===== src/common/dspid_pkg.sv =====
package dspid_pkg;
  // register byte addresses
  localparam logic [11:0] DSPID_INSTR_OFS   = 12'h000; // write: instruction word
  localparam logic [11:0] DSPID_STATUS_OFS  = 12'h004; // busy / valid / two-word
  localparam logic [11:0] DSPID_OPCODE_OFS  = 12'h008; // decoded opcode
  localparam logic [11:0] DSPID_FIELDS_OFS  = 12'h00c; // aux, shifts, port, mode
  localparam logic [11:0] DSPID_ADDR_OFS    = 12'h010; // data address / immediate
  localparam logic [11:0] DSPID_SECOND_OFS  = 12'h014; // second word
  localparam logic [11:0] DSPID_CTX_OFS     = 12'h018; // page pointer and aux pointer
  localparam logic [11:0] DSPID_MODES_OFS   = 12'h01c; // mode flags
  // status bit positions
  localparam int DSPID_ST_VALID  = 0;
  localparam int DSPID_ST_WAIT2  = 1;
  localparam int DSPID_ST_TWO    = 2;
  localparam int DSPID_ST_IND    = 3;
  localparam int DSPID_ST_ILLEGAL = 4;
  // fields register positions
  localparam int DSPID_F_AUX   = 0;  // 3 bits
  localparam int DSPID_F_SHIFT = 4;  // 4 bits
  localparam int DSPID_F_PM    = 8;  // 2 bits
  localparam int DSPID_F_SACX  = 12; // 3 bits
  localparam int DSPID_F_PORT  = 16; // 4 bits
  // context register positions
  localparam int DSPID_C_ARP  = 16;
  // reset values
  localparam logic [8:0] DSPID_PAGE_RST = 9'h000;
  localparam logic [2:0] DSPID_ARP_RST  = 3'h0;
  // fixed words
  localparam logic [15:0] DSPID_W_CALL_INDIRECT = 16'hce24;
  localparam logic [15:0] DSPID_W_PAC  = 16'hce14;
  localparam logic [15:0] DSPID_W_RFS  = 16'hce36;
  localparam logic [15:0] DSPID_W_SFS  = 16'hce37;
  localparam logic [15:0] DSPID_W_RTX  = 16'hce20;
  localparam logic [15:0] DSPID_W_STX  = 16'hce21;
  localparam logic [15:0] DSPID_W_RXF  = 16'hce0c;
  localparam logic [15:0] DSPID_W_SXF  = 16'hce0d;

  typedef enum logic [5:0] {
    DSPID_OP_NONE, DSPID_OP_CALL_INDIRECT, DSPID_OP_LOAD_ACC_FROM_PRODUCT,
    DSPID_OP_CLEAR_FRAME_SYNC_MODE, DSPID_OP_SET_FRAME_SYNC_MODE,
    DSPID_OP_CLEAR_TRANSMIT_MODE, DSPID_OP_SET_TRANSMIT_MODE,
    DSPID_OP_CLEAR_EXT_FLAG, DSPID_OP_SET_EXT_FLAG,
    DSPID_OP_BRANCH, DSPID_OP_CALL, DSPID_OP_BRANCH_AUX_NONZERO,
    DSPID_OP_BRANCH_ACC_GE_ZERO, DSPID_OP_BRANCH_ACC_GT_ZERO, DSPID_OP_BRANCH_ACC_LE_ZERO,
    DSPID_OP_BRANCH_ACC_LT_ZERO, DSPID_OP_BRANCH_ACC_NONZERO, DSPID_OP_BRANCH_ACC_ZERO,
    DSPID_OP_BRANCH_TC_CLEAR, DSPID_OP_BRANCH_TC_SET, DSPID_OP_BRANCH_ON_CARRY,
    DSPID_OP_BRANCH_NO_CARRY, DSPID_OP_BRANCH_ON_OVERFLOW, DSPID_OP_BRANCH_NO_OVERFLOW,
    DSPID_OP_BRANCH_IO_LOW, DSPID_OP_LOAD_AUX_SHORT_IMM, DSPID_OP_LOAD_AUX_LONG_IMM,
    DSPID_OP_LOAD_PAGE_IMM, DSPID_OP_MULT_ACCUMULATE, DSPID_OP_MULT_ACC_DATA_MOVE,
    DSPID_OP_BLOCK_MOVE_DATA, DSPID_OP_BLOCK_MOVE_PROGRAM, DSPID_OP_LOAD_AUX_REG,
    DSPID_OP_STORE_AUX_REG, DSPID_OP_ADD_AUX_IMM, DSPID_OP_SUB_AUX_IMM,
    DSPID_OP_MULTIPLY_TEMP, DSPID_OP_DATA_WORD_MOVE, DSPID_OP_PORT_IN, DSPID_OP_PORT_OUT,
    DSPID_OP_SET_PRODUCT_SHIFT, DSPID_OP_STORE_ACC_HIGH, DSPID_OP_STORE_ACC_LOW,
    DSPID_OP_ACC_SHIFT
  } dspid_op_t;
endpackage


===== src/design/dspid_decoder.sv =====
`timescale 1ns/100ps
module dspid_decoder (
  input  wire logic        pclk,        // 50 MHz clock
  input  wire logic        presetn,     // async reset, active low
  input  wire logic        psel,        // apb select
  input  wire logic        penable,     // apb enable
  input  wire logic        pwrite,      // apb direction
  input  wire logic [11:0] paddr,       // apb byte address
  input  wire logic [31:0] pwdata,      // apb write data
  output logic      [31:0] prdata,      // apb read data
  output logic             pready,      // apb ready
  output logic             pslverr,     // apb error on unmapped address
  output dspid_pkg::dspid_op_t op,      // decoded opcode
  output logic             op_valid,    // decode complete
  output logic             need_second, // waiting for second word
  output logic      [15:0] data_addr,   // direct or indirect operand address
  output logic             frame_sync_mode, // serial frame sync mode flag
  output logic             transmit_mode,   // serial transmit mode flag
  output logic             ext_flag         // external flag output
);
  import dspid_pkg::*;

  typedef enum logic [1:0] {DSPID_IDLE, DSPID_WAIT2} dspid_state_t;

  typedef struct packed {
    dspid_state_t state;
    dspid_op_t    op;
    logic         valid;
    logic         two;
    logic         ind;
    logic         illegal;
    logic [15:0]  word;
    logic [15:0]  second;
    logic [2:0]   aux;
    logic [3:0]   shift;
    logic [1:0]   pm;
    logic [2:0]   sacx;
    logic [3:0]   port;
    logic [8:0]   page;
    logic [2:0]   aux_reg_pointer;
    logic [15:0]  addr;
    logic [7:0]   imm8;
    logic         fsm;
    logic         txm;
    logic         xf;
    logic [31:0]  rdata;
  } dspid_regs_t;

  dspid_regs_t r_reg, r_next;

  logic        acc_set;
  logic        acc_wr;
  logic        acc_rd;
  logic [7:0]  hi;
  dspid_op_t   dop;
  logic        dtwo;
  logic        dmem;
  logic        dill;

  assign acc_set = psel && !penable;
  assign acc_wr  = psel && penable && pwrite;
  assign acc_rd  = psel && penable && !pwrite;
  assign hi      = pwdata[15:8];

  // combinational classification of the written word
  always_comb begin
    dop  = DSPID_OP_NONE;
    dtwo = 1'b0;
    dmem = 1'b0;
    dill = 1'b0;
    unique case (pwdata[15:0])
      DSPID_W_CALL_INDIRECT: dop = DSPID_OP_CALL_INDIRECT;
      DSPID_W_PAC:  dop = DSPID_OP_LOAD_ACC_FROM_PRODUCT;
      DSPID_W_RFS:  dop = DSPID_OP_CLEAR_FRAME_SYNC_MODE;
      DSPID_W_SFS:  dop = DSPID_OP_SET_FRAME_SYNC_MODE;
      DSPID_W_RTX:  dop = DSPID_OP_CLEAR_TRANSMIT_MODE;
      DSPID_W_STX:  dop = DSPID_OP_SET_TRANSMIT_MODE;
      DSPID_W_RXF:  dop = DSPID_OP_CLEAR_EXT_FLAG;
      DSPID_W_SXF:  dop = DSPID_OP_SET_EXT_FLAG;
      default: begin
        unique case (hi)
          8'hff:   dop = DSPID_OP_BRANCH;
          8'hfe:   dop = DSPID_OP_CALL;
          8'hfb:   dop = DSPID_OP_BRANCH_AUX_NONZERO;
          8'hf4:   dop = DSPID_OP_BRANCH_ACC_GE_ZERO;
          8'hf1:   dop = DSPID_OP_BRANCH_ACC_GT_ZERO;
          8'hf2:   dop = DSPID_OP_BRANCH_ACC_LE_ZERO;
          8'hf3:   dop = DSPID_OP_BRANCH_ACC_LT_ZERO;
          8'hf5:   dop = DSPID_OP_BRANCH_ACC_NONZERO;
          8'hf6:   dop = DSPID_OP_BRANCH_ACC_ZERO;
          8'hf8:   dop = DSPID_OP_BRANCH_TC_CLEAR;
          8'hf9:   dop = DSPID_OP_BRANCH_TC_SET;
          8'h5e:   dop = DSPID_OP_BRANCH_ON_CARRY;
          8'h5f:   dop = DSPID_OP_BRANCH_NO_CARRY;
          8'hf0:   dop = DSPID_OP_BRANCH_ON_OVERFLOW;
          8'hf7:   dop = DSPID_OP_BRANCH_NO_OVERFLOW;
          8'hfa:   dop = DSPID_OP_BRANCH_IO_LOW;
          8'h5d:   dop = DSPID_OP_MULT_ACCUMULATE;
          8'h5c:   dop = DSPID_OP_MULT_ACC_DATA_MOVE;
          8'hfd:   dop = DSPID_OP_BLOCK_MOVE_DATA;
          8'hfc:   dop = DSPID_OP_BLOCK_MOVE_PROGRAM;
          8'h7e:   dop = DSPID_OP_ADD_AUX_IMM;
          8'h7f:   dop = DSPID_OP_SUB_AUX_IMM;
          8'h38:   dop = DSPID_OP_MULTIPLY_TEMP;
          8'h56:   dop = DSPID_OP_DATA_WORD_MOVE;
          default: begin
            // product shift mode: ce08..ce0b
            if (pwdata[15:2] == 14'h3382) begin
              dop = DSPID_OP_SET_PRODUCT_SHIFT;
            end else if (pwdata[15:9] == 7'b1100100) begin
              dop = DSPID_OP_LOAD_PAGE_IMM;
            end else if (pwdata[15:11] == 5'b11000) begin
              dop = DSPID_OP_LOAD_AUX_SHORT_IMM;
            end else if (pwdata[15:11] == 5'b11010) begin
              // a nonzero low byte is not a legal long load
              if (pwdata[7:0] == 8'h00) begin
                dop = DSPID_OP_LOAD_AUX_LONG_IMM;
              end else begin
                dill = 1'b1;
              end
            end else if (pwdata[15:11] == 5'b00110) begin
              dop = DSPID_OP_LOAD_AUX_REG;
            end else if (pwdata[15:11] == 5'b01110) begin
              dop = DSPID_OP_STORE_AUX_REG;
            end else if (pwdata[15:12] == 4'b1000) begin
              dop = DSPID_OP_PORT_IN;
            end else if (pwdata[15:12] == 4'b1110) begin
              dop = DSPID_OP_PORT_OUT;
            end else if (pwdata[15:11] == 5'b01101) begin
              dop = pwdata[10] ? DSPID_OP_STORE_ACC_LOW : DSPID_OP_STORE_ACC_HIGH;
            end else if (pwdata[15:12] == 4'b0010) begin
              dop = DSPID_OP_ACC_SHIFT;
            end else begin
              dill = 1'b1;
            end
          end
        endcase
      end
    endcase
    // word count and operand kind follow from the class alone
    unique case (dop)
      DSPID_OP_BRANCH, DSPID_OP_CALL, DSPID_OP_BRANCH_AUX_NONZERO, DSPID_OP_BRANCH_ACC_GE_ZERO,
      DSPID_OP_BRANCH_ACC_GT_ZERO, DSPID_OP_BRANCH_ACC_LE_ZERO, DSPID_OP_BRANCH_ACC_LT_ZERO,
      DSPID_OP_BRANCH_ACC_NONZERO, DSPID_OP_BRANCH_ACC_ZERO, DSPID_OP_BRANCH_TC_CLEAR,
      DSPID_OP_BRANCH_TC_SET, DSPID_OP_BRANCH_ON_CARRY, DSPID_OP_BRANCH_NO_CARRY,
      DSPID_OP_BRANCH_ON_OVERFLOW, DSPID_OP_BRANCH_NO_OVERFLOW, DSPID_OP_BRANCH_IO_LOW,
      DSPID_OP_LOAD_AUX_LONG_IMM: dtwo = 1'b1;
      DSPID_OP_MULT_ACCUMULATE, DSPID_OP_MULT_ACC_DATA_MOVE, DSPID_OP_BLOCK_MOVE_DATA,
      DSPID_OP_BLOCK_MOVE_PROGRAM: begin
        dtwo = 1'b1;
        dmem = 1'b1;
      end
      DSPID_OP_LOAD_AUX_REG, DSPID_OP_STORE_AUX_REG, DSPID_OP_MULTIPLY_TEMP, DSPID_OP_DATA_WORD_MOVE,
      DSPID_OP_PORT_IN, DSPID_OP_PORT_OUT, DSPID_OP_STORE_ACC_HIGH, DSPID_OP_STORE_ACC_LOW,
      DSPID_OP_ACC_SHIFT: dmem = 1'b1;
      default: ;
    endcase
  end

  always_comb begin
    r_next = r_reg;
    r_next.valid = 1'b0;
    if (acc_wr && paddr == DSPID_INSTR_OFS) begin
      if (r_reg.state == DSPID_WAIT2) begin
        // second word completes branch target / long immediate / source
        r_next.second = pwdata[15:0];
        r_next.state  = DSPID_IDLE;
        r_next.valid  = 1'b1;
        if (r_reg.op == DSPID_OP_LOAD_AUX_LONG_IMM) begin
          r_next.addr = pwdata[15:0];
        end
      end else begin
        r_next.word    = pwdata[15:0];
        r_next.op      = dop;
        r_next.two     = dtwo;
        r_next.illegal = dill;
        r_next.aux     = pwdata[10:8];
        r_next.shift   = pwdata[11:8];
        r_next.pm      = pwdata[1:0];
        r_next.sacx    = pwdata[10:8];
        r_next.port    = pwdata[11:8];
        r_next.imm8    = pwdata[7:0];
        r_next.ind     = dmem && pwdata[7];
        if (dmem && !pwdata[7]) begin
          r_next.addr = {r_reg.page, pwdata[6:0]};
        end else if (dmem) begin
          r_next.addr = {13'h0000, r_reg.aux_reg_pointer};
        end else begin
          r_next.addr = {8'h00, pwdata[7:0]};
        end
        if (dop == DSPID_OP_LOAD_PAGE_IMM) begin
          r_next.page = pwdata[8:0];
          r_next.addr = {7'h00, pwdata[8:0]};
        end
        // indirect memory operands update the pointer from bits 2..0 when bit 3 set
        if (dmem && pwdata[7] && pwdata[3]) begin
          r_next.aux_reg_pointer = pwdata[2:0];
        end
        unique case (dop)
          DSPID_OP_CLEAR_FRAME_SYNC_MODE: r_next.fsm = 1'b0;
          DSPID_OP_SET_FRAME_SYNC_MODE:   r_next.fsm = 1'b1;
          DSPID_OP_CLEAR_TRANSMIT_MODE:   r_next.txm = 1'b0;
          DSPID_OP_SET_TRANSMIT_MODE:     r_next.txm = 1'b1;
          DSPID_OP_CLEAR_EXT_FLAG:        r_next.xf  = 1'b0;
          DSPID_OP_SET_EXT_FLAG:          r_next.xf  = 1'b1;
          default: ;
        endcase
        if (dtwo) begin
          r_next.state = DSPID_WAIT2;
        end else begin
          r_next.valid = 1'b1;
        end
      end
    end else if (acc_wr && paddr == DSPID_CTX_OFS) begin
      r_next.page = pwdata[8:0];
      r_next.aux_reg_pointer  = pwdata[DSPID_C_ARP +: 3];
    end
    // read data captured in setup so the access phase answers from flops
    if (acc_set && !pwrite) begin
      unique case (paddr)
        DSPID_INSTR_OFS:  r_next.rdata = {16'h0000, r_reg.word};
        DSPID_STATUS_OFS: r_next.rdata = {27'h0, r_reg.illegal, r_reg.ind, r_reg.two,
                                          r_reg.state == DSPID_WAIT2, r_reg.valid};
        DSPID_OPCODE_OFS: r_next.rdata = {26'h0, r_reg.op};
        DSPID_FIELDS_OFS: r_next.rdata = {12'h0, r_reg.port, 1'b0, r_reg.sacx, 2'b00,
                                          r_reg.pm, r_reg.shift, 1'b0, r_reg.aux};
        DSPID_ADDR_OFS:   r_next.rdata = {8'h00, r_reg.imm8, r_reg.addr};
        DSPID_SECOND_OFS: r_next.rdata = {16'h0000, r_reg.second};
        DSPID_CTX_OFS:    r_next.rdata = {13'h0, r_reg.aux_reg_pointer, 7'h00, r_reg.page};
        DSPID_MODES_OFS:  r_next.rdata = {29'h0, r_reg.xf, r_reg.txm, r_reg.fsm};
        default:          r_next.rdata = 32'h0000_0000;
      endcase
    end
  end

  always_ff @(posedge pclk or negedge presetn) begin
    if (!presetn) begin
      r_reg <= '{state: DSPID_IDLE, op: DSPID_OP_NONE, page: DSPID_PAGE_RST,
                 aux_reg_pointer: DSPID_ARP_RST, default: '0};
    end else begin
      r_reg <= r_next;
    end
  end

  logic mapped;
  assign mapped = (paddr[11:5] == 7'h00) && (paddr[1:0] == 2'b00);

  assign pready          = 1'b1;
  assign pslverr         = psel && penable && !mapped;
  assign prdata          = r_reg.rdata;
  assign op              = r_reg.op;
  assign op_valid        = r_reg.valid;
  assign need_second     = r_reg.state == DSPID_WAIT2;
  assign data_addr       = r_reg.addr;
  assign frame_sync_mode = r_reg.fsm;
  assign transmit_mode   = r_reg.txm;
  assign ext_flag        = r_reg.xf;

  property p_two_word_waits;
    @(posedge pclk) disable iff (!presetn)
      (acc_wr && paddr == DSPID_INSTR_OFS && r_reg.state == DSPID_IDLE && dtwo) |=> need_second && !op_valid;
  endproperty
  a_two_word_waits: assert property (p_two_word_waits) else $error("two-word op did not wait");

  property p_direct_addr;
    @(posedge pclk) disable iff (!presetn)
      (acc_wr && paddr == DSPID_INSTR_OFS && r_reg.state == DSPID_IDLE && dmem && !pwdata[7])
      |=> data_addr == {$past(r_reg.page), $past(pwdata[6:0])};
  endproperty
  a_direct_addr: assert property (p_direct_addr) else $error("direct address wrong");

  property p_ext_flag;
    @(posedge pclk) disable iff (!presetn)
      (acc_wr && paddr == DSPID_INSTR_OFS && r_reg.state == DSPID_IDLE && pwdata[15:0] == DSPID_W_SXF)
      |=> ext_flag && op == DSPID_OP_SET_EXT_FLAG && op_valid;
  endproperty
  a_ext_flag: assert property (p_ext_flag) else $error("external flag not set");

  property p_call_indirect;
    @(posedge pclk) disable iff (!presetn)
      (acc_wr && paddr == DSPID_INSTR_OFS && r_reg.state == DSPID_IDLE && pwdata[15:0] == DSPID_W_CALL_INDIRECT)
      |=> op == DSPID_OP_CALL_INDIRECT && op_valid;
  endproperty
  a_call_indirect: assert property (p_call_indirect) else $error("indirect call not decoded");

  property p_page_load;
    @(posedge pclk) disable iff (!presetn)
      (acc_wr && paddr == DSPID_INSTR_OFS && r_reg.state == DSPID_IDLE && pwdata[15:9] == 7'b1100100)
      |=> r_reg.page == $past(pwdata[8:0]);
  endproperty
  a_page_load: assert property (p_page_load) else $error("page pointer not loaded");

  property p_branch_ff;
    @(posedge pclk) disable iff (!presetn)
      (acc_wr && paddr == DSPID_INSTR_OFS && r_reg.state == DSPID_IDLE && pwdata[15:8] == 8'hff)
      |=> op == DSPID_OP_BRANCH && need_second;
  endproperty
  a_branch_ff: assert property (p_branch_ff) else $error("branch not decoded");

  property p_fsm_clear;
    @(posedge pclk) disable iff (!presetn)
      (acc_wr && paddr == DSPID_INSTR_OFS && r_reg.state == DSPID_IDLE && pwdata[15:0] == DSPID_W_RFS)
      |=> !frame_sync_mode && op_valid;
  endproperty
  a_fsm_clear: assert property (p_fsm_clear) else $error("frame sync mode not cleared");

  property p_arp_range;
    @(posedge pclk) disable iff (!presetn)
      (op_valid && r_reg.ind) |-> data_addr[15:3] == 13'h0;
  endproperty
  a_arp_range: assert property (p_arp_range) else $error("pointer out of range");
endmodule // dspid_decoder


===== config.mk =====
export PLATFORM = sky130hd
export DESIGN_NAME = dspid_decoder
export DESIGN_NICKNAME = d
export VERILOG_FILES = /design/src/common/dspid_pkg.sv /design/src/design/dspid_decoder.sv
export SDC_FILE = /design/constraint.sdc
export NUM_CORES = 1
export LEC_CHECK = 0
export BUFFER_PORTS_ARGS = -buffer_cell sky130_fd_sc_hd__buf_2
export CAP_MARGIN = 40
export CORE_UTILIZATION = 44
export CTS_CLUSTER_DIAMETER = 100
export CTS_CLUSTER_SIZE = 12
export DETAILED_ROUTE_END_ITERATION = 10
export HOLD_SLACK_MARGIN = 0.05
export PLACE_DENSITY = 0.66
export SLEW_MARGIN = 5
export SYNTH_ARGS = -nofsm -noshare
export SYNTH_HDL_FRONTEND = slang
export SYNTH_SLANG_ARGS = --single-unit

===== constraint.sdc =====
create_clock -name pclk -period 2.1 [get_ports pclk]
set_clock_uncertainty 0.15 [all_clocks]
set_input_delay 0.105 -clock pclk [delete_from_list [all_inputs] [get_ports pclk]]
set_output_delay 0.105 -clock pclk [all_outputs]
set_load 0.05 [all_outputs]

Word-level counts from Yosys, hierarchy flattened:

Cells that the tools add are included.

* flip-flop bits (word level): 124
* bits of input ports: 49
* logic and storage cells: 199

* bitwise operators: 1
* equality and inequality tests: 92
* reductions and logical operators: 37
* mux-type cells: 50

Operators by type and width (count)
* 24-bit one-hot mux with 8 select lines: 1
* 6-bit one-hot mux with 24 select lines: 1
* 16-bit equality test, second input constant: 8
* 8-bit equality test, second input constant: 16
* 6-bit by 5-bit equality test with 1-bit output, second input constant: 16
* 16-bit 2-to-1 mux: 5
* 6-bit 2-to-1 mux: 10
* 8-bit by 7-bit equality test with 1-bit output, second input constant: 7
* 6-bit equality test, second input constant: 9
* 52-bit 2-to-1 mux: 1
* 12-bit by 5-bit equality test with 1-bit output, second input constant: 4
* 6-bit by 4-bit equality test with 1-bit output, second input constant: 8
* 6-bit one-hot mux with 8 select lines: 1
* 28-bit 2-to-1 mux: 1
* 12-bit by 4-bit equality test with 1-bit output, second input constant: 2
* 6-bit by 3-bit equality test with 1-bit output, second input constant: 4
* 12-bit 2-to-1 mux: 2
* 24-bit OR reduction: 1
* 21-bit OR reduction: 1
* 19-bit 2-to-1 mux: 1
* 1-bit 2-to-1 mux: 17
* 3-bit AND reduction: 5
* 14-bit equality test, second input constant: 1
* 13-bit OR reduction: 1
* other kinds (28): 57

Logic depth before layout (Yosys ltp):

Gate-level depths: netlist of run 1.

* depth in word-level cells: 21
* depth in mapped cells: 12
* mapped depth without buffers: 9

Worst setup path before layout of run 1:

Ideal clock, no wire load.

* kind: input to register
* start point: input pwdata[8]
* end point: register r_reg[59] in the netlist's numbering
* arrival: 2.454 ns
* required time: 1.825 ns
* slack: -0.628 ns
* setup time: 0.125 ns
* buffers on the path: 1
* cell stages on the path: 10
* cells stage by stage: buf_2 -> or4b_1 -> nor4b_2 -> a211oi_2 -> and3_1 -> a22o_1 -> a31o_2 -> and2_1 -> o21ai_1 -> mux2_2

* word-level cells in the longest chain between the ends: 11
* elaborated cells on any way between the ends: 55

Ends and longest elaborated chain
* start: declaration: line dspid_decoder.sv:9 `input wire logic [31:0] pwdata,`
* 14-bit equality test: line dspid_decoder.sv:108 `if (pwdata[15:2] == 14'h3382) begin`
* 6-bit 2-to-1 mux: line dspid_decoder.sv:108
* 6-bit one-hot mux with 24 select lines: line dspid_decoder.sv:81 `unique case (hi)`
* 6-bit one-hot mux with 8 select lines (*): line dspid_decoder.sv:71 `unique case (pwdata[15:0])`
* 6-bit equality test or 6-bit by 5-bit equality test with 1-bit output (tied branches): line dspid_decoder.sv:141 `unique case (dop)`
* 13-bit OR reduction (no source line) (*)
* 1-bit 2-to-1 mux (*): line dspid_decoder.sv:141
* 1-bit logical AND (*) (2 in series): line dspid_decoder.sv:196 `if (dmem && pwdata[7] && pwdata[3]) begin`
* 2-bit by 1-bit != test with 1-bit output (no source line) (*)
* 3-bit AND reduction (no source line) (*)
* end signal: assignment: line dspid_decoder.sv:238 `r_reg <= '{state: DSPID_IDLE, op: DSPID_OP_NONE, page: DSPID_PAGE_RST,`
* end signal: assignment: line dspid_decoder.sv:241 `r_reg <= r_next;`
* end: declaration: line dspid_decoder.sv:49 `dspid_regs_t r_reg, r_next;`

Mark *: on every way between the ends. The rest lies on a longest branch, timed or not.
A chain may end at the register's enable or synchronous reset.

Worst setup path after layout of run 1:

* start point: input pwdata[12]
* end point: register r_reg, in the netlist data_addr[7]

* word-level cells in the longest chain between the ends: 20
* elaborated cells on any way between the ends: 75

Ends and longest elaborated chain
* 4-bit by 2-bit equality test with 1-bit output: line dspid_decoder.sv:131 `end else if (pwdata[15:12] == 4'b0010) begin`
* 6-bit 2-to-1 mux: line dspid_decoder.sv:131
* 6-bit 2-to-1 mux: line dspid_decoder.sv:129 `end else if (pwdata[15:11] == 5'b01101) begin`
* 6-bit 2-to-1 mux: line dspid_decoder.sv:127 `end else if (pwdata[15:12] == 4'b1110) begin`
* 6-bit 2-to-1 mux: line dspid_decoder.sv:125 `end else if (pwdata[15:12] == 4'b1000) begin`
* 6-bit 2-to-1 mux: line dspid_decoder.sv:123 `end else if (pwdata[15:11] == 5'b01110) begin`
* 6-bit 2-to-1 mux: line dspid_decoder.sv:121 `end else if (pwdata[15:11] == 5'b00110) begin`
* 6-bit 2-to-1 mux: line dspid_decoder.sv:114 `end else if (pwdata[15:11] == 5'b11010) begin`
* (+4 left out)
* 6-bit one-hot mux with 8 select lines (*): line dspid_decoder.sv:71
* 6-bit equality test or 6-bit by 5-bit equality test with 1-bit output (tied branches): line dspid_decoder.sv:141
* 13-bit OR reduction (no source line)
* 1-bit 2-to-1 mux: line dspid_decoder.sv:141
* 8-bit 2-to-1 mux or 1-bit logical AND (tied branches): line dspid_decoder.sv:186, dspid_decoder.sv:184
* 16-bit 2-to-1 mux: line dspid_decoder.sv:184 `if (dmem && !pwdata[7]) begin`
* 16-bit 2-to-1 mux (*): line dspid_decoder.sv:191 `if (dop == DSPID_OP_LOAD_PAGE_IMM) begin`
* 16-bit 2-to-1 mux (*): line dspid_decoder.sv:164 `if (r_reg.state == DSPID_WAIT2) begin`

Marked as above.

==> results of run 1 <==
==> metal layers <==
metal  global-route usage (%)  vias up  share of wire (%)  wire [um]
li1                         -     2636                  -          -
met1                     35.2     2773                 41       7710
met2                     45.4      292                 49       9080
met3                     5.45       36                7.7       1440
met4                     7.75        0                2.2        405
met5                        0        -                  0          0
==> final cells by class <==
cell class	count	area, um^2
Clock buffer	10	239
Inverter	9	33.8
Clock inverter	5	108
Timing Repair Buffer	229	1640
Sequential cell	98	2450
Tap cell	176	220
Fill cell	1204	5400
Multi-Input combinational cell	476	3150
==> worst max-delay path: stages <==
cell      delay, ns
buf_4          0.13
and3b_4        0.21
and4_4         0.16
a211oi_4       0.24
or3b_4         0.41
a22o_1         0.26
or4b_4         0.52
buf_4          0.16
nand3_2        0.05
mux2i_1        0.18
a21oi_1        0.08
==> Yosys cell counts, drive strengths merged (2+ instances only) <==
| cell type | number |
|---|---|
| nand4 | 4 |
| o32ai | 3 |
| or3b | 2 |
| or3 | 5 |
| a21oi | 29 |
| a222oi | 9 |
| or2 | 4 |
| conb | 2 |
| o31ai | 3 |
| nor4 | 3 |
| nor2 | 33 |
| a211oi | 5 |
| clkbuf | 33 |
| nand3 | 39 |
| and3 | 10 |
| o21ai | 36 |
| dfrtp | 98 |
| nor4bb | 2 |
| nand3b | 6 |
| and4 | 2 |
| nor4b | 5 |
| inv | 9 |
| mux4 | 2 |
| o22ai | 4 |
| a31oi | 12 |
| a22o | 2 |
| a221oi | 7 |
| a32o | 2 |
| a21o | 4 |
| nor2b | 4 |
| mux2i | 15 |
| mux2 | 26 |
| nand2b | 16 |
| nand2 | 125 |
| nor3 | 15 |
| xor2 | 2 |
| a22oi | 8 |
| buf | 71 |
| a31o | 2 |
| or4b | 5 |
==> layout by cell type, fill, tap and decap left out, types with 4 or more instances in the layout <==
cell and count:
buf_4 125, nand2_1 123, dfrtp_1 98, buf_2 83, nand3_1 36, nor2_1 33, o21ai_0 31, a21oi_1 25
mux2_2 24, nand2b_1 16, mux2i_1 14, nor3_1 13, a31oi_1 10, and3_1 9, a222oi_1 9, conb_1 9
clkbuf_16 9, inv_1 8, dlygate4sd3_1 8, a221oi_1 7, a22oi_1 6, nand3b_1 6, buf_6 6, buf_12 6
or3_1 5, nand4_1 4, or2_2 4, or4b_4 4, a21o_1 4, o22ai_2 4
==> metrics by stage <==
stage,total power [W],instances,hold slack [ns]
2_1_floorplan,0.00240,687,-0.341
3_3_place_gp,0.00265,972,-0.145
3_5_place_dp,0.00266,972,-0.144
4_1_cts,0.00457,998,0.0680
5_1_grt,0.00474,1003,0.0917
6_report,0.00459,1003,0.0703
==> timing repair <==
action / in CTS / in global routing
endpoints found under the hold margin: 106 / 0
hold buffers: 8 / 0
setup endpoints to repair: 21 / 25
pin swaps: 19 / 10
resized for setup: 19 / 25
buffers inserted: 6 / 6
==> power by group through the flow <==
stage	registers, W	clock network [W]	logic [W]
floorplan	0.00197	0	0.000423
global placement	0.00197	0	0.000689
detailed placement	0.00197	0	0.000696
CTS	0.00193	0.00192	0.000719
global route	0.00193	0.00201	0.000799
finish	0.00193	0.00192	0.000745
==> final timing paths <==
kind | startpoint | to | slack (ns) | depth (start not counted)
setup / recovery | pwdata[12] | data_addr[7]$_DFFE_PN0P_ | -0.33 | 11
hold / removal | pwdata[1] | r_reg[88]$_DFFE_PN0P_ | 0.07 | 3
setup reg to reg | r_reg[129]$_DFFE_PN0P_ | data_addr[7]$_DFFE_PN0P_ | 0.19 | 7
hold reg to reg | prdata[23]$_DFFE_PN0P_ | prdata[23]$_DFFE_PN0P_ | 0.32 | 2
max in group asynchronous | presetn | r_reg[104]$_DFFE_PN0P_ | 0.51 | 3
min in group asynchronous | presetn | op[4]$_DFFE_PN0P_ | 0.19 | 3
==> cells by family after synthesis <==
family	count (synthesis)	share of synthesized area, %
simple gates	285	23.9
compound gates	136	15.5
buf+inv	113	10.9
flops	98	41.0
mux	43	8.15
xor+xnor	3	0.439
other cells	2	0.125
==> key figures, run 1 <==
Floorplanning
  • Row count: 42
  • Die Height: 119 um
  • I/O pins: 110
  • Initial Utilization: 45.2%
  • Core area: 13200 um^2
  • Die area: 14100 um^2
  • Die span in x: 119 um

Placed design
  • I/O Buffers: 87
  • GP Congestion: 0.902
  • Post-DP HPWL: 14000 um
  • Place WS: -0.792 ns
  • DP Area: 7120 um^2

Global route
  • Largest net degree at the start of global routing: 63
  • Global-route wire length before repair: 29800 um
  • Overall routing resource usage: 27.0%
  • Grt ovf: 0
  • Vias in the first global route: 5610
  • Initial antenna violation count: 0

Clock network
  • Root buffer cell: clkbuf_16
  • Htree depth: 3
  • Clock sinks: 98
  • Deepest clock path buffer count: 2
  • Reg clk slew, reported paths: 0.07 ns
  • Worst skew pair latency: 0.35 ns
  • CTS buffer count: 9
  • CTS tree: built

Detailed routing
  • Residual DRC count: 0
  • Number of DRC markers in iteration 0: 601
  • Final wirelength: 18600 um
  • Via count: 5737
  • Vias/cell: 5.72
  • Drt pass-1 iters: 6
  • Post-DR wirelength/cell: 18.6 um
  • Routed Antenna Nets: 0

Power
  • P_leak: 3.83 nW
  • Power share of the combinational group: 16.2%
  • Switch Pwr: 0.00119 W
  • Clock Power Share: 41.7%
  • Internal Power: 0.00340 W
  • Maximum vdd ir drop: 0.000400 V
  • Switching Fraction: 26.0%
  • Power density over the cells: 586 nW/um^2
  • Reg power frac: 42.1%

Layout
  • Fin nets: 872
  • Fraction of layout cells with a size suffix above 1: 38.7%
  • Largest register FFs: 48
  • Design area: 7840 um^2
  • Layout Area Growth over Synthesis: 31.0%
  • Inserted Diodes: 0
  • Util after Layout: 59.2%

STA
  • Setup slack after layout: -0.334 ns
  • Final hold vios: 0
  • Max_slew headroom: 50.6%
  • RSZ-0062 raised after global routing: true
  • Tightest Pin Transition: 0.738 ns
  • Fin. max-slew vios: 0
  • Final min period: 2.43 ns
  • Fraction of the cycle the final worst path needs: 116%
  • Total Neg Setup Slack: -5.06 ns
  • Final setup viols: 19
  • Max Clock Freq: 411 MHz

Logic synthesis
  • Yosys top cell area share: 41.0%
  • Post-synth ARST share: 100%
  • Mapped Avg Cell Area: 8.80 um^2
  • Yosys warns: 0
  • Sequential area share after synthesis: 41.0%
  • Post-synth top flop: dfrtp_1
  • Post-synth EDFFs: 0
  • #FFs+latches synth: 98
  • Mapped cell area: 5990 um^2
  • Gate Count Post-Synth: 680
  • Synth area leaders: dfrtp_1, nand2_1, buf_4
  • Yosys cell types: 72
  • Synth area leader: dfrtp_1

Status
  • Status: finished with violations
  • Violated checks: negative setup slack

Setup path
  • Crit start category: primary input
  • Critical Path RT: 2.18 ns
  • CP max FO: 6
  • Setup Crit Path Kind: in2reg
  • Crit end category: flip-flop
  • Worst Path Arrival: 2.51 ns

Run
  • Max-cap check violation count: 0

Min path
  • Min-Delay Path Class: in2reg
No activity file was read; power rests on OpenSTA's default activity.
==> run 2: changes to the inputs <==
--- a/config.mk
+++ b/config.mk
@@ -13,6 +13,7 @@
 export DETAILED_ROUTE_END_ITERATION = 10
 export HOLD_SLACK_MARGIN = 0.05
 export PLACE_DENSITY = 0.66
+export SETUP_SLACK_MARGIN = 0.05
 export SLEW_MARGIN = 5
 export SYNTH_ARGS = -nofsm -noshare
 export SYNTH_HDL_FRONTEND = slang
==> run 2 against run 1 <==
  * The run still ends with negative setup slack left
  * Clock-buffer cell count decreased by 1
  * Sequential power hardly changed
  * Maximum frequency shrank 2.5%
  * Die area unchanged
  * Sequential share of layout area fell by 0.10 points
  * Critical endpoint is now r_reg[61]$_DFFE_PN0P_
  * Largest power group unchanged
==> key figures, run 2 (synthesis gave the netlist of run 1 again) <==
STA
  • Final setup viols: 24 (was 19)
  • Final hold vios: 0 (unchanged)
  • Fraction of the cycle the final worst path needs: 119% (was 116%)
  • Setup slack after layout: -0.398 ns (was -0.334 ns)
  • Max_slew headroom: 49.3% (was 50.6%)
  • RSZ-0062 raised after global routing: true (unchanged)
  • Final min period: 2.50 ns (was 2.43 ns)
  • Tightest Pin Transition: 0.758 ns (was 0.738 ns)
  • Fin. max-slew vios: 0 (unchanged)
  • Max Clock Freq: 400 MHz (was 411 MHz)

Floorplanning
  • Row count: 42 (unchanged)
  • Die Height: 119 um (unchanged)
  • Die area: 14100 um^2 (unchanged)
  • Die span in x: 119 um (unchanged)
  • Core area: 13200 um^2 (unchanged)
  • I/O pins: 110 (unchanged)
  • Initial Utilization: 45.2% (unchanged)

Setup path
  • Top Family by Delay on Critical Path: compound AO/OA/AOI/OAI gates (was simple AND/OR/NAND/NOR gates)
  • Bufs and invs on worst path: 2 (unchanged)
  • Crit end category: flip-flop (unchanged)
  • CP peak stage delay: 0.41 ns (was 0.52 ns)
  • Critical Path RT: 2.19 ns (was 2.18 ns)
  • Crit start category: primary input (unchanged)
  • Worst Path Arrival: 2.59 ns (was 2.51 ns)
  • Crit-path cells: buf_2 > and3b_4 > and4_4 > a211oi_4 > or3b_1 > a22o_1 > buf_6 > a31o_4 > and2_4 > o21ai_4 > mux2_4 (was buf_4 > and3b_4 > and4_4 > a211oi_4 > or3b_4 > a22o_1 > or4b_4 > buf_4 > nand3_2 > mux2i_1 > a21oi_1)
  • Setup Crit Path Kind: in2reg (unchanged)
  • Slowest cell on crit path: or3b_1 (was or4b_4)
  • CP max FO: 6 (unchanged)

Layout
  • Inserted Diodes: 0 (unchanged)
  • Fin nets: 868 (was 872)
  • Fill count: 1216 (was 1204)
  • Post-Layout Cell Count: 1000 (was 1003)
  • Most frequent cells in the layout: nand2_1, buf_4, dfrtp_1, buf_2, nand3_1 (was buf_4, nand2_1, dfrtp_1, buf_2, nand3_1)
  • Largest register FFs: 48 (unchanged)
  • Layout Area Growth over Synthesis: 31.4% (was 31.0%)
  • Fraction of layout cells with a size suffix above 1: 39.1% (was 38.7%)
  • Commonest non-fill, non-tap cell in the layout: nand2_1 (was buf_4)

Clock network
  • Worst skew pair latency: 0.35 ns (about the same)
  • Root buffer cell: clkbuf_16 (unchanged)
  • Htree depth: 3 (unchanged)
  • Clock sinks: 98 (unchanged)
  • CTS buffer count: 9 (unchanged)
  • Deepest clock path buffer count: 2 (unchanged)
  • Reg clk slew, reported paths: 0.07 ns (about the same)
  • CTS tree: built (unchanged)

Detailed routing
  • Post-DR wirelength/cell: 18.6 um (about the same)
  • Drt pass-1 iters: 6 (unchanged)
  • Vias/cell: 5.64 (was 5.72)
  • Routed Antenna Nets: 0 (unchanged)
  • DR WL met2: 9080 um (about the same)
  • Wire length on met3: 999 um (was 1440 um)
  • Via count: 5641 (was 5737)
  • Residual DRC count: 0 (unchanged)
  • Top routing layer used: met4 (unchanged)
  • Final wirelength: 18600 um (about the same)
  • WL met1: 8070 um (was 7710 um)
  • Number of DRC markers in iteration 0: 530 (was 601)

Run
  • Max-cap check violation count: 0 (unchanged)

Global route
  • Initial antenna violation count: 0 (unchanged)
  • Overall routing resource usage: 26.5% (was 27.0%)
  • Vias in the first global route: 5345 (was 5610)
  • Global-route wire length before repair: 28700 um (was 29800 um)
  • Largest net degree at the start of global routing: 57 (was 63)
  • Grt ovf: 0 (unchanged)

Power
  • Maximum vdd ir drop: 0.000392 V (was 0.000400 V)
  • P_leak: 3.82 nW (was 3.83 nW)
  • Total Power: 0.00435 W (was 0.00459 W)
  • Power density over the cells: 554 nW/um^2 (was 586 nW/um^2)

Placed design
  • Post-placement cell count: 967 (was 972)
  • Place WS: -0.789 ns (was -0.792 ns)
  • GP Congestion: 0.924 (was 0.902)
  • I/O Buffers: 87 (unchanged)
  • Post-DP HPWL: 13700 um (was 14000 um)

Min path
  • Min-Delay Path Class: in2reg (unchanged)

Status
  • Status: finished with violations (unchanged)
  • Violated checks: negative setup slack (unchanged)
[run 2: what timing repair did]
item,4_1_cts,5_1_grt
setup endpoints to repair,25,26
hold endpoints to repair,111,0
hold buffers,9,0
pin swaps,10,28
setup buffers,5,4
resized for setup,29,38
[run 2: routing by layer]
metal,up-vias,track usage [%]
met5,-,0
met4,0,9.18
met3,31,3.47
met2,215,43.2
met1,2753,36.1
li1,2642,-
[run 2: worst register-to-register path, delay by kind of cell, from the launching register on]
kind	cells	cell delay [ns]
simple gates	5	1.02
flops	1	0.39
compound gates	1	0.34
[run 2: report_power, final]
part	switching, W	internal (W)	leakage (nW)
clock	0.000790	0.000835	0.141
sequential	0.0000184	0.00191	1.32
combinational	0.000475	0.000323	2.36
[run 2: per-stage QoR]
stage          util [%]  TNS [ns]  instance area [um^2]  hold slack [ns]
4_1_cts            57.8     -5.12                  7660           0.0540
5_1_grt            59.4     -8.70                  7870           0.0581
3_3_place_gp       53.7    -15.68                  7110           -0.154
2_1_floorplan         -     -8.40                  6090           -0.341
6_report           59.4     -6.66                  7870           0.0442
3_5_place_dp       53.7    -16.72                  7110           -0.154
[run 2: worst paths after layout]
kind / startpoint / endpoint / slack, ns / cells after the start
min in group asynchronous: presetn / r_reg[95]$_DFFE_PN0P_ / 0.16 / 3
setup / recovery: pwdata[12] / r_reg[61]$_DFFE_PN0P_ / -0.40 / 11
setup reg to reg: r_reg[129]$_DFFE_PN0P_ / data_addr[10]$_DFFE_PN0P_ / 0.14 / 6
max in group asynchronous: presetn / data_addr[0]$_DFFE_PN0P_ / 0.52 / 3
hold / removal: pwdata[7] / r_reg[110]$_DFFE_PN0P_ / 0.04 / 4
hold reg to reg: prdata[23]$_DFFE_PN0P_ / prdata[23]$_DFFE_PN0P_ / 0.31 / 2
[run 2: area by class of cell]
type | count | area, um^2 | area share (%)
Clock buffer | 9 | 225 | 2.86
Inverter | 9 | 33.8 | 0.429
Sequential cell | 98 | 2450 | 31.2
Clock inverter | 7 | 65.1 | 0.827
Multi-Input combinational cell | 476 | 3200 | 40.6
Timing Repair Buffer | 225 | 1670 | 21.3
Tap cell | 176 | 220 | 2.80
==> run 3: changes to the inputs <==
--- a/config.mk
+++ b/config.mk
@@ -5,14 +5,15 @@
 export SDC_FILE = /design/constraint.sdc
 export NUM_CORES = 1
 export LEC_CHECK = 0
+export ABC_CLOCK_PERIOD_IN_PS = 2100
 export BUFFER_PORTS_ARGS = -buffer_cell sky130_fd_sc_hd__buf_2
-export CAP_MARGIN = 40
 export CORE_UTILIZATION = 44
 export CTS_CLUSTER_DIAMETER = 100
 export CTS_CLUSTER_SIZE = 12
 export DETAILED_ROUTE_END_ITERATION = 10
 export HOLD_SLACK_MARGIN = 0.05
 export PLACE_DENSITY = 0.66
+export RECOVER_POWER = 50
 export SETUP_SLACK_MARGIN = 0.05
 export SLEW_MARGIN = 5
 export SYNTH_ARGS = -nofsm -noshare
==> run 3 against run 2 <==
  * The run still ends with negative setup slack left
  * Sequential share of layout area rose by 0.24 points
  * Critical endpoint unchanged
  * Cell count unchanged
  * Final area shrank 0.76%
  * Die area is the same
  * Via count up 0.67%
  * Combinational power is 2% lower
==> key figures, run 3 (synthesis gave the netlist of run 1 again) <==
Layout
  • Fin nets: 868 (unchanged)
  • Commonest non-fill, non-tap cell in the layout: nand2_1 (unchanged)
  • Largest register FFs: 48 (unchanged)
  • Most frequent cells in the layout: nand2_1, buf_4, dfrtp_1, buf_2, nand3_1 (unchanged)
  • Inserted Diodes: 0 (unchanged)
  • Layout Area Growth over Synthesis: 30.4% (was 31.4%)
  • Post-Layout Cell Count: 1000 (unchanged)
  • Design area: 7810 um^2 (was 7870 um^2)
  • Fraction of layout cells with a size suffix above 1: 35.2% (was 39.1%)
  • Util after Layout: 58.9% (was 59.4%)

STA
  • Fin. max-slew vios: 0 (unchanged)
  • Final hold vios: 0 (unchanged)
  • Max Clock Freq: 401 MHz (was 400 MHz)
  • Final setup viols: 24 (unchanged)
  • Fraction of the cycle the final worst path needs: 119% (about the same)
  • Tightest Pin Transition: 1.40 ns (was 0.758 ns)
  • RSZ-0062 raised after global routing: true (unchanged)
  • Max_slew headroom: 6.73% (was 49.3%)
  • Setup slack after layout: -0.397 ns (was -0.398 ns)
  • Final min period: 2.50 ns (about the same)
  • Hold slack: 0.0457 ns (was 0.0442 ns)

Detailed routing
  • Via count: 5679 (was 5641)
  • Vias/cell: 5.68 (was 5.64)
  • Routed Antenna Nets: 0 (unchanged)
  • Residual DRC count: 0 (unchanged)
  • Post-DR wirelength/cell: 18.6 um (about the same)
  • Drt pass-1 iters: 6 (unchanged)
  • Final wirelength: 18600 um (about the same)
  • Number of DRC markers in iteration 0: 524 (was 530)

Floorplanning
  • Initial Utilization: 45.2% (unchanged)
  • Die span in x: 119 um (unchanged)
  • I/O pins: 110 (unchanged)
  • Core area: 13200 um^2 (unchanged)
  • Die area: 14100 um^2 (unchanged)
  • Die Height: 119 um (unchanged)
  • Row count: 42 (unchanged)

Clock network
  • Root buffer cell: clkbuf_16 (unchanged)
  • Htree depth: 3 (unchanged)
  • Deepest clock path buffer count: 2 (unchanged)
  • CTS tree: built (unchanged)
  • Worst skew pair latency: 0.35 ns (about the same)
  • CTS buffer count: 9 (unchanged)
  • Clock sinks: 98 (unchanged)
  • Reg clk slew, reported paths: 0.07 ns (about the same)

Global route
  • Initial antenna violation count: 0 (unchanged)
  • Largest net degree at the start of global routing: 57 (unchanged)
  • Overall routing resource usage: 26.5% (unchanged)
  • Global-route wire length before repair: 28700 um (unchanged)
  • Grt ovf: 0 (unchanged)
  • Vias in the first global route: 5345 (unchanged)

Placed design
  • GP Congestion: 0.924 (unchanged)
  • I/O Buffers: 87 (unchanged)
  • DP Area: 7110 um^2 (unchanged)
  • Post-placement cell count: 967 (unchanged)
  • Post-DP HPWL: 13700 um (unchanged)

Setup path
  • Setup Crit Path Kind: in2reg (unchanged)
  • Bufs and invs on worst path: 2 (unchanged)
  • Crit end category: flip-flop (unchanged)
  • Worst Path Arrival: 2.59 ns (about the same)
  • CP peak stage delay: 0.41 ns (about the same)
  • Top Family by Delay on Critical Path: compound AO/OA/AOI/OAI gates (unchanged)
  • Crit-path cells: buf_2 > and3b_4 > and4_4 > a211oi_4 > or3b_1 > a22o_1 > buf_6 > a31o_4 > and2_4 > o21ai_4 > mux2_4 (unchanged)
  • Critical Path RT: 2.19 ns (about the same)
  • CP max FO: 6 (unchanged)
  • Crit start category: primary input (unchanged)
  • Slowest cell on crit path: or3b_1 (unchanged)

Power
  • Maximum vdd ir drop: 0.000391 V (was 0.000392 V)
  • Power density over the cells: 557 nW/um^2 (was 554 nW/um^2)
  • P_leak: 3.70 nW (was 3.82 nW)
  • Total Power: 0.00435 W (about the same)

Min path
  • Min-Delay Path Class: in2reg (unchanged)

Run
  • Max-cap check violation count: 0 (unchanged)

Status
  • Violated checks: negative setup slack (unchanged)
  • Status: finished with violations (unchanged)
-- run 3: cell type report --
cell class | instances | area (um^2)
fill | 1239 | 5440
multi-input combinational | 476 | 3200
sequential | 98 | 2450
timing repair buffer | 225 | 1610
clock buffer | 9 | 225
tap | 176 | 220
clock inverter | 7 | 65.1
inverter | 9 | 33.8
-- run 3: worst min-delay path: stages --
cell and delay [ns]:
buf_8 0.08, buf_4 0.19, nand2_1 0.07, nand2_1 0.06
-- run 3: layer usage --
metal	vias to the layer above	track usage (%)	share of wire [%]
met1	2792	36.1	43
met3	31	3.47	5.7
met4	0	9.18	2.2
met5	-	0	0
li1	2645	-	-
met2	211	43.2	49
-- run 3: metrics by stage --
| stage | TNS, ns | setup slack, ns |
|---|---|---|
| after floorplan | -8.40 | -0.579 |
| after global placement | -15.68 | -0.774 |
| after detailed placement | -16.72 | -0.789 |
| after CTS | -5.12 | -0.326 |
| after global routing | -12.16 | -0.471 |
| final | -6.60 | -0.397 |
-- run 3: path summary, 6_finish.rpt --
kind                       depth (start not counted)  slack (ns)                   start                  endpoint
max                                               11       -0.40              pwdata[12]     r_reg[61]$_DFFE_PN0P_
min reg2reg                                        2        0.32  prdata[23]$_DFFE_PN0P_    prdata[23]$_DFFE_PN0P_
min in group asynchronous                          3        0.62                 presetn    prdata[18]$_DFFE_PN0P_
min                                                4        0.05               pwdata[7]    r_reg[110]$_DFFE_PN0P_
max in group asynchronous                          3        0.25                 presetn    r_reg[115]$_DFFE_PN0P_
max reg2reg                                        6        0.14  r_reg[129]$_DFFE_PN0P_  data_addr[9]$_DFFE_PN0P_
-- run 3: repair_timing --
item	4_1_cts	5_1_grt
buffers inserted	5	4
pin swaps	10	28
hold endpoints to repair	111	0
hold buffers	9	0
endpoints found under the setup margin	25	26
gates resized for setup	29	38
-- run 3: power breakdown --
part / switching (W) / internal (W) / total (W) / leakage [nW]
clock: 0.000794 / 0.000836 / 0.00163 / 0.141
sequential: 0.0000195 / 0.00191 / 0.00193 / 1.32
combinational: 0.000475 / 0.000310 / 0.000786 / 2.24
